## config.mk

```make
export PLATFORM = sky130hd
export DESIGN_NAME = paged_instruction_decoder
export DESIGN_NICKNAME = d
export VERILOG_FILES = /design/src/pdec_pkg.sv /design/src/paged_instruction_decoder.sv
export VERILOG_INCLUDE_DIRS = /design/src
export SDC_FILE = /design/constraint.sdc
export NUM_CORES = 1
export LEC_CHECK = 0
export BUFFER_PORTS_ARGS = -buffer_cell sky130_fd_sc_hd__buf_2
export CAP_MARGIN = 20
export CORE_ASPECT_RATIO = 0.6
export CORE_MARGIN = 2
export CORE_UTILIZATION = 42
export CTS_CLUSTER_SIZE = 28
export DETAILED_ROUTE_END_ITERATION = 16
export GPL_ROUTABILITY_DRIVEN = 0
export GPL_TIMING_DRIVEN = 0
export PLACE_DENSITY = 0.69
export SYNTH_ARGS = -nofsm -noshare
export SYNTH_HDL_FRONTEND = slang
export SYNTH_SLANG_ARGS = --single-unit
```

## constraint.sdc

```tcl
create_clock -name sys_clk -period 6.7 [get_ports sys_clk]
set_input_delay 1.005 -clock sys_clk [delete_from_list [all_inputs] [get_ports sys_clk]]
set_output_delay 1.005 -clock sys_clk [all_outputs]
set_load 0.005 [all_outputs]
```

## src/pdec_defs.svh

```systemverilog
// Constants for the paged instruction decoder
`ifndef PDEC_DEFS_SVH
`define PDEC_DEFS_SVH
// Page-select bytes found on page zero
`define PREBYTE_P1   8'h17
`define PREBYTE_P2   8'h27
`define PREBYTE_P3   8'h37
// Opcodes handled inside the front end
`define OP_JMP_EXT   8'h8A
`define OP_JMP_IND   8'h8B
`define OP_JSR_EXT   8'h8C
`define OP_JSR_IND   8'h8D
`define OP_RTI       8'h07
`define OP_RTS       8'h08
`define OP_WAI       8'h09
`define OP_TSX       8'h10
`define OP_TSY       8'h11
`define OP_TXS       8'h12
`define OP_TYS       8'h13
`define OP_TXY       8'h14
`define OP_TYX       8'h15
// Pages of the opcodes above
`define PG_JUMP      2'h0
`define PG_RET       2'h2
`define PG_XFER      2'h3
// Stack step, frame size and length figures
`define STACK_STEP   20'h00002
`define POP_WORDS    2'h2
`define WORD_BYTES   3'h2
`define MAX_LEN      3'h6
// Reset values
`define PC_RESET     20'h00000
`define SP_RESET     20'h003FE
`define IDX_RESET    20'h00000
`define CCR_RESET    16'h0000
`endif

```

## src/pdec_pkg.sv

```systemverilog
// Types shared by the paged instruction decoder
package pdec_pkg;
   typedef logic [1:0] page_t;
   typedef enum logic [1:0] {
      ARG_NONE = 2'h0,
      ARG_IMM8 = 2'h1,
      ARG_NIBZ = 2'h2,
      ARG_PAIR = 2'h3
   } arg_kind_t;
   typedef struct packed {
      logic       legal;
      arg_kind_t  kind;
      logic [1:0] words;
   } fmt_t;
   typedef struct packed {
      logic        illegal;
      logic [2:0]  len_bytes;
      page_t       page;
      logic [7:0]  opcode;
      arg_kind_t   kind;
      logic [7:0]  imm8;
      logic [3:0]  nib_x;
      logic [3:0]  nib_y;
      logic [15:0] word1;
      logic [15:0] word2;
   } instr_t;
   typedef enum logic [4:0] {
      S_OPW  = 5'h01,
      S_ARGW = 5'h02,
      S_EXEC = 5'h04,
      S_POP  = 5'h08,
      S_WAIT = 5'h10
   } state_t;
endpackage

```

## src/paged_instruction_decoder.sv

```systemverilog
// Fetch and decode front end with page select and legacy register behaviours
`timescale 1ns/1ps
`include "pdec_defs.svh"

// Overview of operation
// - Instruction is optional page byte, one opcode byte, then optional operands.
// - Four pages of 256 opcodes; page zero opcodes need no page byte.
// - Bytes 17, 27, 37 on page zero select pages one, two, three.
// - Operands are four, eight or sixteen bits, as bytes or words.
// - Instruction memory is read as 16-bit words from even addresses only.
// - Every encoding has an even byte count, next one word aligned.
// - A nibble operand is zero-extended to a byte or packed in pairs.
// - Instructions are at most six bytes including page byte and operands.
// - Operand size, order and meaning come from decoding the opcode.
// - Page zero opcode and 8-bit operand arrive in one word fetch.
// - Stack to index transfer adds two to stack pointer with extension.
// - Index to stack transfer subtracts two from index with extension.
// - Index to index transfer also copies the extension field.
// - Interrupt return restores only program counter and condition codes.
// - Subroutine return pops a two-word stack frame.
// - Wait stalls with no timeout until interrupt or reset.
// - Jump and call use 20-bit indexed and 20-bit extended addressing.
module paged_instruction_decoder
   import pdec_pkg::*;
(
   // Clock and reset
   input  wire logic        sys_clk,
   input  wire logic        rst_n,
   // Program memory
   output logic             mem_req,
   output logic [19:0]      mem_addr,
   input  wire logic [15:0] mem_rdata,
   input  wire logic        mem_ack,
   // Core side
   input  wire logic        irq_req,
   input  wire logic        reg_wr_en,
   input  wire logic [1:0]  reg_wr_sel,
   input  wire logic [19:0] reg_wr_data,
   output logic             instr_valid,
   output instr_t           instr,
   output logic             illegal_op,
   output logic             call_op,
   output logic             waiting,
   // Architectural state
   output logic [19:0]      prog_cnt,
   output logic [19:0]      stack_ptr,
   output logic [19:0]      index_x,
   output logic [19:0]      index_y,
   output logic [15:0]      condition_code_reg
);

   state_t      st_ff;
   instr_t      cur_ff;
   logic [1:0]  words_left_ff;
   logic [1:0]  pop_cnt_ff;
   logic        pop_rti_ff;

   // Operand layout is a property of page and opcode, never of the stream
   function automatic fmt_t decode_fmt(input page_t pg, input logic [7:0] op);
      fmt_t f;
      f = '{legal: 1'b1, kind: ARG_NONE, words: 2'h0};
      if (pg == 2'h0) begin
         case (op[7:6])
            2'h0:    f = '{legal: 1'b1, kind: ARG_IMM8, words: 2'h0};
            2'h1:    f = '{legal: 1'b1, kind: ARG_PAIR, words: 2'h0};
            2'h2:    f = '{legal: 1'b1, kind: ARG_NIBZ, words: 2'h1};
            default: f = '{legal: 1'b1, kind: ARG_IMM8, words: 2'h2};
         endcase
      end else begin
         case (op[7:6])
            2'h0:    f.words = 2'h0;
            2'h1:    f.words = 2'h1;
            2'h2:    f.words = 2'h2;
            default: f.legal = (op[5:4] != 2'h3);
         endcase
      end
      return f;
   endfunction

   // Split of the first word of an instruction
   logic [7:0] hi_b;
   logic [7:0] lo_b;
   logic       is_pre;
   page_t      dec_page;
   logic [7:0] dec_op;
   fmt_t       dec_fmt;
   logic       got;
   assign hi_b     = mem_rdata[15:8];
   assign lo_b     = mem_rdata[7:0];
   assign is_pre   = (hi_b == `PREBYTE_P1) || (hi_b == `PREBYTE_P2) ||
                     (hi_b == `PREBYTE_P3);
   assign dec_page = is_pre ? hi_b[5:4] : 2'h0;
   assign dec_op   = is_pre ? lo_b : hi_b;
   assign dec_fmt  = decode_fmt(dec_page, dec_op);
   assign got      = mem_ack && mem_req;

   // Special operations of the instruction now being issued
   logic ex;
   logic is_tsx, is_tsy, is_txs, is_tys, is_txy, is_tyx;
   logic is_rti, is_rts, is_wai, is_jmp, is_jsr, use_idx;
   logic [19:0] off20;
   logic [19:0] tgt;
   logic        first_arg;
   assign ex      = (st_ff == S_EXEC) && !cur_ff.illegal;
   assign is_tsx  = cur_ff.page == `PG_XFER && cur_ff.opcode == `OP_TSX;
   assign is_tsy  = cur_ff.page == `PG_XFER && cur_ff.opcode == `OP_TSY;
   assign is_txs  = cur_ff.page == `PG_XFER && cur_ff.opcode == `OP_TXS;
   assign is_tys  = cur_ff.page == `PG_XFER && cur_ff.opcode == `OP_TYS;
   assign is_txy  = cur_ff.page == `PG_XFER && cur_ff.opcode == `OP_TXY;
   assign is_tyx  = cur_ff.page == `PG_XFER && cur_ff.opcode == `OP_TYX;
   assign is_rti  = cur_ff.page == `PG_RET && cur_ff.opcode == `OP_RTI;
   assign is_rts  = cur_ff.page == `PG_RET && cur_ff.opcode == `OP_RTS;
   assign is_wai  = cur_ff.page == `PG_RET && cur_ff.opcode == `OP_WAI;
   assign is_jmp  = cur_ff.page == `PG_JUMP &&
                    (cur_ff.opcode == `OP_JMP_EXT || cur_ff.opcode == `OP_JMP_IND);
   assign is_jsr  = cur_ff.page == `PG_JUMP &&
                    (cur_ff.opcode == `OP_JSR_EXT || cur_ff.opcode == `OP_JSR_IND);
   assign use_idx = cur_ff.opcode == `OP_JMP_IND || cur_ff.opcode == `OP_JSR_IND;
   // Extension nibble joins the operand word into a 20-bit address
   assign off20   = {cur_ff.imm8[3:0], cur_ff.word1};
   assign tgt     = use_idx ? index_x + off20 : off20;
   assign first_arg = (words_left_ff == cur_ff.len_bytes[2:1] - 2'h1);

   // Word requests; odd addresses are impossible by construction
   always_ff @(posedge sys_clk) begin
      if (!rst_n) begin
         mem_req  <= 1'b0;
         mem_addr <= 20'h00000;
      end else if (mem_ack) begin
         mem_req <= 1'b0;
      end else if (!mem_req && (st_ff == S_OPW || st_ff == S_ARGW || st_ff == S_POP)) begin
         mem_req  <= 1'b1;
         if (st_ff == S_POP) begin
            mem_addr <= {stack_ptr[19:1] + 19'h00001, 1'b0};
         end else begin
            mem_addr <= {prog_cnt[19:1], 1'b0};
         end
      end
   end

   // Sequencer: first word, operand words, issue, pops, wait
   always_ff @(posedge sys_clk) begin
      if (!rst_n) begin
         st_ff         <= S_OPW;
         cur_ff        <= '0;
         words_left_ff <= 2'h0;
         pop_cnt_ff    <= 2'h0;
         pop_rti_ff    <= 1'b0;
      end else begin
         case (st_ff)
            S_OPW: begin
               if (got) begin
                  cur_ff.illegal   <= !dec_fmt.legal;
                  cur_ff.len_bytes <= `WORD_BYTES + {dec_fmt.words, 1'b0};
                  cur_ff.page      <= dec_page;
                  cur_ff.opcode    <= dec_op;
                  cur_ff.kind      <= dec_fmt.kind;
                  // Page zero carries its byte operand in the same word
                  case (dec_fmt.kind)
                     ARG_IMM8: cur_ff.imm8 <= lo_b;
                     ARG_NIBZ: cur_ff.imm8 <= {4'h0, lo_b[3:0]};
                     default:  cur_ff.imm8 <= 8'h00;
                  endcase
                  cur_ff.nib_x     <= (dec_fmt.kind == ARG_PAIR) ? lo_b[7:4] : 4'h0;
                  cur_ff.nib_y     <= (dec_fmt.kind == ARG_PAIR) ? lo_b[3:0] : 4'h0;
                  cur_ff.word1     <= 16'h0000;
                  cur_ff.word2     <= 16'h0000;
                  words_left_ff    <= dec_fmt.words;
                  st_ff            <= (dec_fmt.words == 2'h0) ? S_EXEC : S_ARGW;
               end
            end
            S_ARGW: begin
               if (got) begin
                  if (first_arg) begin
                     cur_ff.word1 <= mem_rdata;
                  end else begin
                     cur_ff.word2 <= mem_rdata;
                  end
                  words_left_ff <= words_left_ff - 2'h1;
                  if (words_left_ff == 2'h1) begin
                     st_ff <= S_EXEC;
                  end
               end
            end
            S_EXEC: begin
               if (ex && (is_rti || is_rts)) begin
                  pop_cnt_ff <= `POP_WORDS;
                  pop_rti_ff <= is_rti;
                  st_ff      <= S_POP;
               end else if (ex && is_wai) begin
                  st_ff <= S_WAIT;
               end else begin
                  st_ff <= S_OPW;
               end
            end
            S_POP: begin
               if (got) begin
                  pop_cnt_ff <= pop_cnt_ff - 2'h1;
                  if (pop_cnt_ff == 2'h1) begin
                     st_ff <= S_OPW;
                  end
               end
            end
            S_WAIT: begin
               // No timeout: only an interrupt or reset leaves this state
               if (irq_req) begin
                  st_ff <= S_OPW;
               end
            end
            default: st_ff <= S_OPW;
         endcase
      end
   end

   // Issue strobes toward the core
   always_ff @(posedge sys_clk) begin
      if (!rst_n) begin
         instr_valid <= 1'b0;
         instr       <= '0;
         illegal_op  <= 1'b0;
         call_op     <= 1'b0;
         waiting     <= 1'b0;
      end else begin
         instr_valid <= (st_ff == S_EXEC);
         if (st_ff == S_EXEC) begin
            instr <= cur_ff;
         end
         illegal_op  <= (st_ff == S_EXEC) && cur_ff.illegal;
         call_op     <= ex && is_jsr;
         waiting     <= (ex && is_wai) || (st_ff == S_WAIT && !irq_req);
      end
   end

   // Program counter: word steps, jumps and the popped return address
   always_ff @(posedge sys_clk) begin
      if (!rst_n) begin
         prog_cnt <= `PC_RESET;
      end else if (got && (st_ff == S_OPW || st_ff == S_ARGW)) begin
         prog_cnt <= prog_cnt + `STACK_STEP;
      end else if (ex && (is_jmp || is_jsr)) begin
         prog_cnt <= {tgt[19:1], 1'b0};
      end else if (got && st_ff == S_POP) begin
         if (pop_cnt_ff == `POP_WORDS) begin
            prog_cnt[19:16] <= mem_rdata[3:0];
         end else begin
            prog_cnt[15:0] <= {mem_rdata[15:1], 1'b0};
         end
      end
   end

   // Register file; internal sequencing wins over the core write port
   always_ff @(posedge sys_clk) begin
      if (!rst_n) begin
         stack_ptr          <= `SP_RESET;
         index_x            <= `IDX_RESET;
         index_y            <= `IDX_RESET;
         condition_code_reg <= `CCR_RESET;
      end else if (got && st_ff == S_POP) begin
         stack_ptr <= stack_ptr + `STACK_STEP;
         // Only the first word of an interrupt frame touches flags
         if (pop_rti_ff && pop_cnt_ff == `POP_WORDS) begin
            condition_code_reg <= mem_rdata;
         end
      end else if (ex) begin
         if (is_tsx) index_x <= stack_ptr + `STACK_STEP;
         if (is_tsy) index_y <= stack_ptr + `STACK_STEP;
         if (is_txs) stack_ptr <= index_x - `STACK_STEP;
         if (is_tys) stack_ptr <= index_y - `STACK_STEP;
         if (is_txy) index_y <= index_x;
         if (is_tyx) index_x <= index_y;
      end else if (reg_wr_en) begin
         case (reg_wr_sel)
            2'h0:    stack_ptr <= reg_wr_data;
            2'h1:    index_x <= reg_wr_data;
            2'h2:    index_y <= reg_wr_data;
            default: condition_code_reg <= reg_wr_data[15:0];
         endcase
      end
   end
endmodule

```

---- Word-level counts from Yosys, hierarchy flattened ----
Index checks and enable logic that the tools add are counted.
operators by class
  $add $sub $neg .......................... 10
  equality and inequality tests ........... 51
  muxes and demuxes ....................... 60
  bitwise operators ....................... 3
  reductions and logical operators ........ 69
operator list
  cell                                                                   number
  20-bit two-way mux                                                     21
  16-bit two-way mux                                                     8
  32-bit two-way mux                                                     2
  32-bit case mux with 2 select lines                                    1
  8-bit by 5-bit equality test with 1-bit output, second input constant  7
  20-bit by 2-bit adder with 20-bit output, second input constant        2
  5-bit two-way mux                                                      8
  20-bit by 2-bit subtractor with 20-bit output, second input constant   2
  8-bit equality test, second input constant                             4
  5-bit case mux with 5 select lines                                     1
  1-bit logical AND                                                      23
  20-bit adder                                                           1
  2-bit inequality test, second input constant                           10
  4-bit AND reduction                                                    5
  19-bit by 1-bit adder with 19-bit output, second input constant        1
  8-bit by 4-bit equality test with 1-bit output, second input constant  2
  8-bit by 6-bit equality test with 1-bit output, second input constant  2
  8-bit case mux with 2 select lines                                     1
  2-bit equality test, second input constant                             7
  2-bit two-way mux                                                      7
  4-bit two-way mux                                                      3
  2-bit case mux with 2 select lines                                     3
  4-bit case mux with 3 select lines                                     1
  2-bit nonzero test                                                     6
  27 further kinds                                                       65
word-level totals
  register bits after elaboration ......... 259
  input port bits ......................... 43
  logic and storage cells ................. 229

---- Longest topological paths before layout ----
  depth after elaboration ................. 11
  mapped depth ............................ 14
  gate-level depth less buffers ........... 13

---- Worst setup path after synthesis ----
OpenSTA, ideal clock, no wires.
  path kind ............................... input port to flip-flop
  start point ............................. in mem_rdata[14]
  end point ............................... reg cur_ff[42] in the netlist's numbering
  setup time .............................. 0.076 ns
  arrival ................................. 3.578 ns
  required time ........................... 6.624 ns
  path slack .............................. 3.046 ns
  stages .................................. 12
  path buffers ............................ 1
  cells stage by stage .................... inv_1 -> o211ai_1 -> nor4_1 -> clkbuf_1 -> a21oi_1 -> inv_1 -> ha_1 -> nor2_1 -> ha_1 -> nor2_1 -> nand3_1 -> a21boi_0
RTL lines
  element             RTL line                         RTL
  start: declaration  paged_instruction_decoder.sv:32  input wire logic [15:0] mem_rdata,
  end: declaration    paged_instruction_decoder.sv:53  instr_t cur_ff;

==> flow_summary.ini <==
[cells_and_area]
nets = 2137
post-route-util_pct = 50.4
insertedDiodeCount = 0
layout-drive-gt1-share_pct = 15.2
reg_top3 = cur_ff: 63 flops, instr: 63 flops
area.growth.synth_to_final_pct = 18.9

[synthesis]
yosys.cell_types.count = 77
ys_async_sr_fraction_pct = 0
synth_area_leaders = dfxtp_1 (36%), nand2_1 (9.0%), a21boi_0 (5.2%)
syn-instance-count = 1811
synth_seq_area_share_pct = 35.9
synth_seq_cells = 255
yosys_warnings = 0
synth_commonest_cells = nand2_1 (341), dfxtp_1 (255), clkbuf_1 (111), a21oi_1 (110), o21ai_0 (107)
synth_top_area_share_pct = 35.9
synthMostInstantiatedCell = nand2_1
syn-cell-area_mm2 = 0.0142
yosys_most_used_dff = dfxtp_1
synth_edf_count = 0
avgSynthCellArea_um2 = 7.85
netlist.top_cell.by_area = dfxtp_1

[critical_path]
crit_fanout = 10
crit_cells = 13
end_kind = flip-flop
required_ns = 7.18
crit_family = simple AND/OR/NAND/NOR gates
slowest_delay_ns = 0.96
cp_num_buf_inv = 4
cp_slowest_cell = nor4_1
r2r_cells = 13
cp-start-kind = input pin
cp_cell_sequence = buf_2 > inv_1 > o211ai_1 > nor4_1 > clkbuf_1 > a21oi_1 > inv_1 > ha_1 > nor2_1 > ha_1 > nor2_1 > nand3_1 > a21boi_0
critPathArrivalTime_ns = 4.78
worstSetupPathType = input pin to flip-flop

[place]
place_ws_ns = 2.00
io_buffers = 219
dp_hpwl_um = 45600

[pwr]
swShare_pct = 31.6
p_leak_nw = 6.95
peakVddDrop_mv = 0.198
switchingPower_w = 0.00136
internal_power_w = 0.00293
pwr-share-comb_pct = 19.5
p_seq_share_pct = 39.7
pwr-share-clk_pct = 40.8
p_per_area_mw_per_mm2 = 254

[sta]
finClkSkew_ns = 0.0242
finalMaxSlewViolations = 0
fin_crit_sh_pct = 64.2
hold_viol = 0
maxSlewHeadroom_pct = 21.4
fin_hold_ws_ns = 0.455
period_needed_ns = 4.30
setup_violations = 0
timing.final.ws_setup_ns = 2.40
max_freq_mhz = 232
setup_tns_ns = 0
rsz0062_at_grt = no
worst_pin_slew_ns = 1.17

[clock_network]
cts_tree = yes
cts.sinks = 255
clock_latency_ns = 0.57
clock-root-buffer = clkbuf_16
cts_made_buffers = 26
clock_path_buffers = 3
cts_hold_buf = 0
post_cts_buffers = 0
clkTransAtPathRegs_ns = 0.07
htreeDepth = 1
ctsResizeCount = 0

[floorplanning]
initial_core_util_pct = 42.4
core.rowCount = 52
die_x_um = 241
core_mm2 = 0.0335
io_pins = 228
die_y_um = 146
die_area_mm2 = 0.0354

[global_route]
grt_pass1_vias = 14200
grt_max_degree = 15
grt.overflow.total = 0
grt_pass1_wl_um = 87500
grt_usage_pct = 32.7
antenna_found_initial = 2

[run_status]
status = complete, no violations

[drt]
first_iter_violations = 2332
drt_first_pass_iters = 6
drtAntennaViolNets = 0
drc_errors = 0
viasPerCell = 6.12
vias = 15500
wl_per_cell_um = 23.5
drt_wl_total_um = 59700

[run]
drv_cap = 0

[worst_hold_path]
whs_path_depth = 2
hold_path.class = flip-flop to flip-flop
[layer usage]
metal  wire length, um  track usage, %  part of all wire [%]
met1             24500            46.0                    41
met2             23000            43.6                    38
met3              9920            14.6                    17
met4              2370            10.7                   4.0
met5                 0               0                     0
[cell type report]
cell class,count,area [um^2]
Inverter,19,71.3
Fill cell,3295,16600
Tap cell,459,574
Timing Repair Buffer,219,1100
Multi-Input combinational cell,1402,8470
Sequential cell,255,5100
Clock inverter,14,251
Buffer,137,577
Clock buffer,33,758
[power groups by stage]
stage          Sequential, W  Clock [W]  Combinational, W
6_report             0.00170    0.00175          0.000837
5_1_grt              0.00171    0.00181          0.000893
4_1_cts              0.00170    0.00175          0.000802
3_5_place_dp         0.00173          0          0.000797
3_3_place_gp         0.00173          0          0.000781
2_1_floorplan        0.00169          0          0.000507
[worst min-delay path, delay by kind of cell, from the launching register on]
| family | cells | cell delay, ns |
|---|---|---|
| and+or+nand+nor | 1 | 0.05 |
| AOI/OAI and AO/OA | 1 | 0.07 |
| DFF | 1 | 0.31 |
[metrics by stage]
stage	total power [W]	std cells	instance area, um^2
global route	0.00441	2538	16900
floorplan	0.00220	1813	14200
finish	0.00429	2538	16900
detailed placement	0.00253	2491	15900
CTS	0.00424	2538	16900
global placement	0.00251	2491	15900
[final timing paths]
check,from,to,slack (ns)
worst min-delay path,cur_ff[38],instr[38],0.46
worst min register to register,cur_ff[38],instr[38],0.46
worst max register to register,cur_ff[51],stack_ptr[19],2.58
worst max-delay path,mem_rdata[14],cur_ff[43],2.40
[cells in the final DEF, fill, tap and decap left out, types with 11 or more instances in the layout]
cell type / netlist / layout
and3_1: 15 / 15
xor2_1: 20 / 20
buf_2: 9 / 228
a31oi_1: 47 / 47
a21boi_0: 99 / 99
clkbuf_16: 0 / 27
or3_1: 14 / 14
o211a_1: 23 / 23
o211ai_1: 36 / 36
nor3_1: 25 / 25
mux2i_1: 38 / 38
nand4_1: 15 / 15
a21o_1: 11 / 11
a211oi_1: 34 / 34
nand2b_1: 15 / 15
a21oi_1: 110 / 110
o21ai_0: 107 / 107
nand3_1: 69 / 69
clkbuf_1: 111 / 111
and2_1: 30 / 30
inv_1: 19 / 19
nand2_1: 341 / 341
dfxtp_1: 255 / 255
xnor2_1: 32 / 32
nor2b_1: 58 / 58
ha_1: 33 / 33
nor2_1: 88 / 88
[cell families after synthesis]
family | Yosys count | synth area share [%]
compound gates | 546 | 25.7
other cells | 1 | 0.0264
xor+xnor | 52 | 3.20
simple gates | 725 | 24.5
flops | 255 | 35.9
fa+ha+maj | 34 | 3.05
mux | 42 | 3.01
buf+inv | 156 | 4.56
Note: power is estimated with default switching activity, not from simulation.
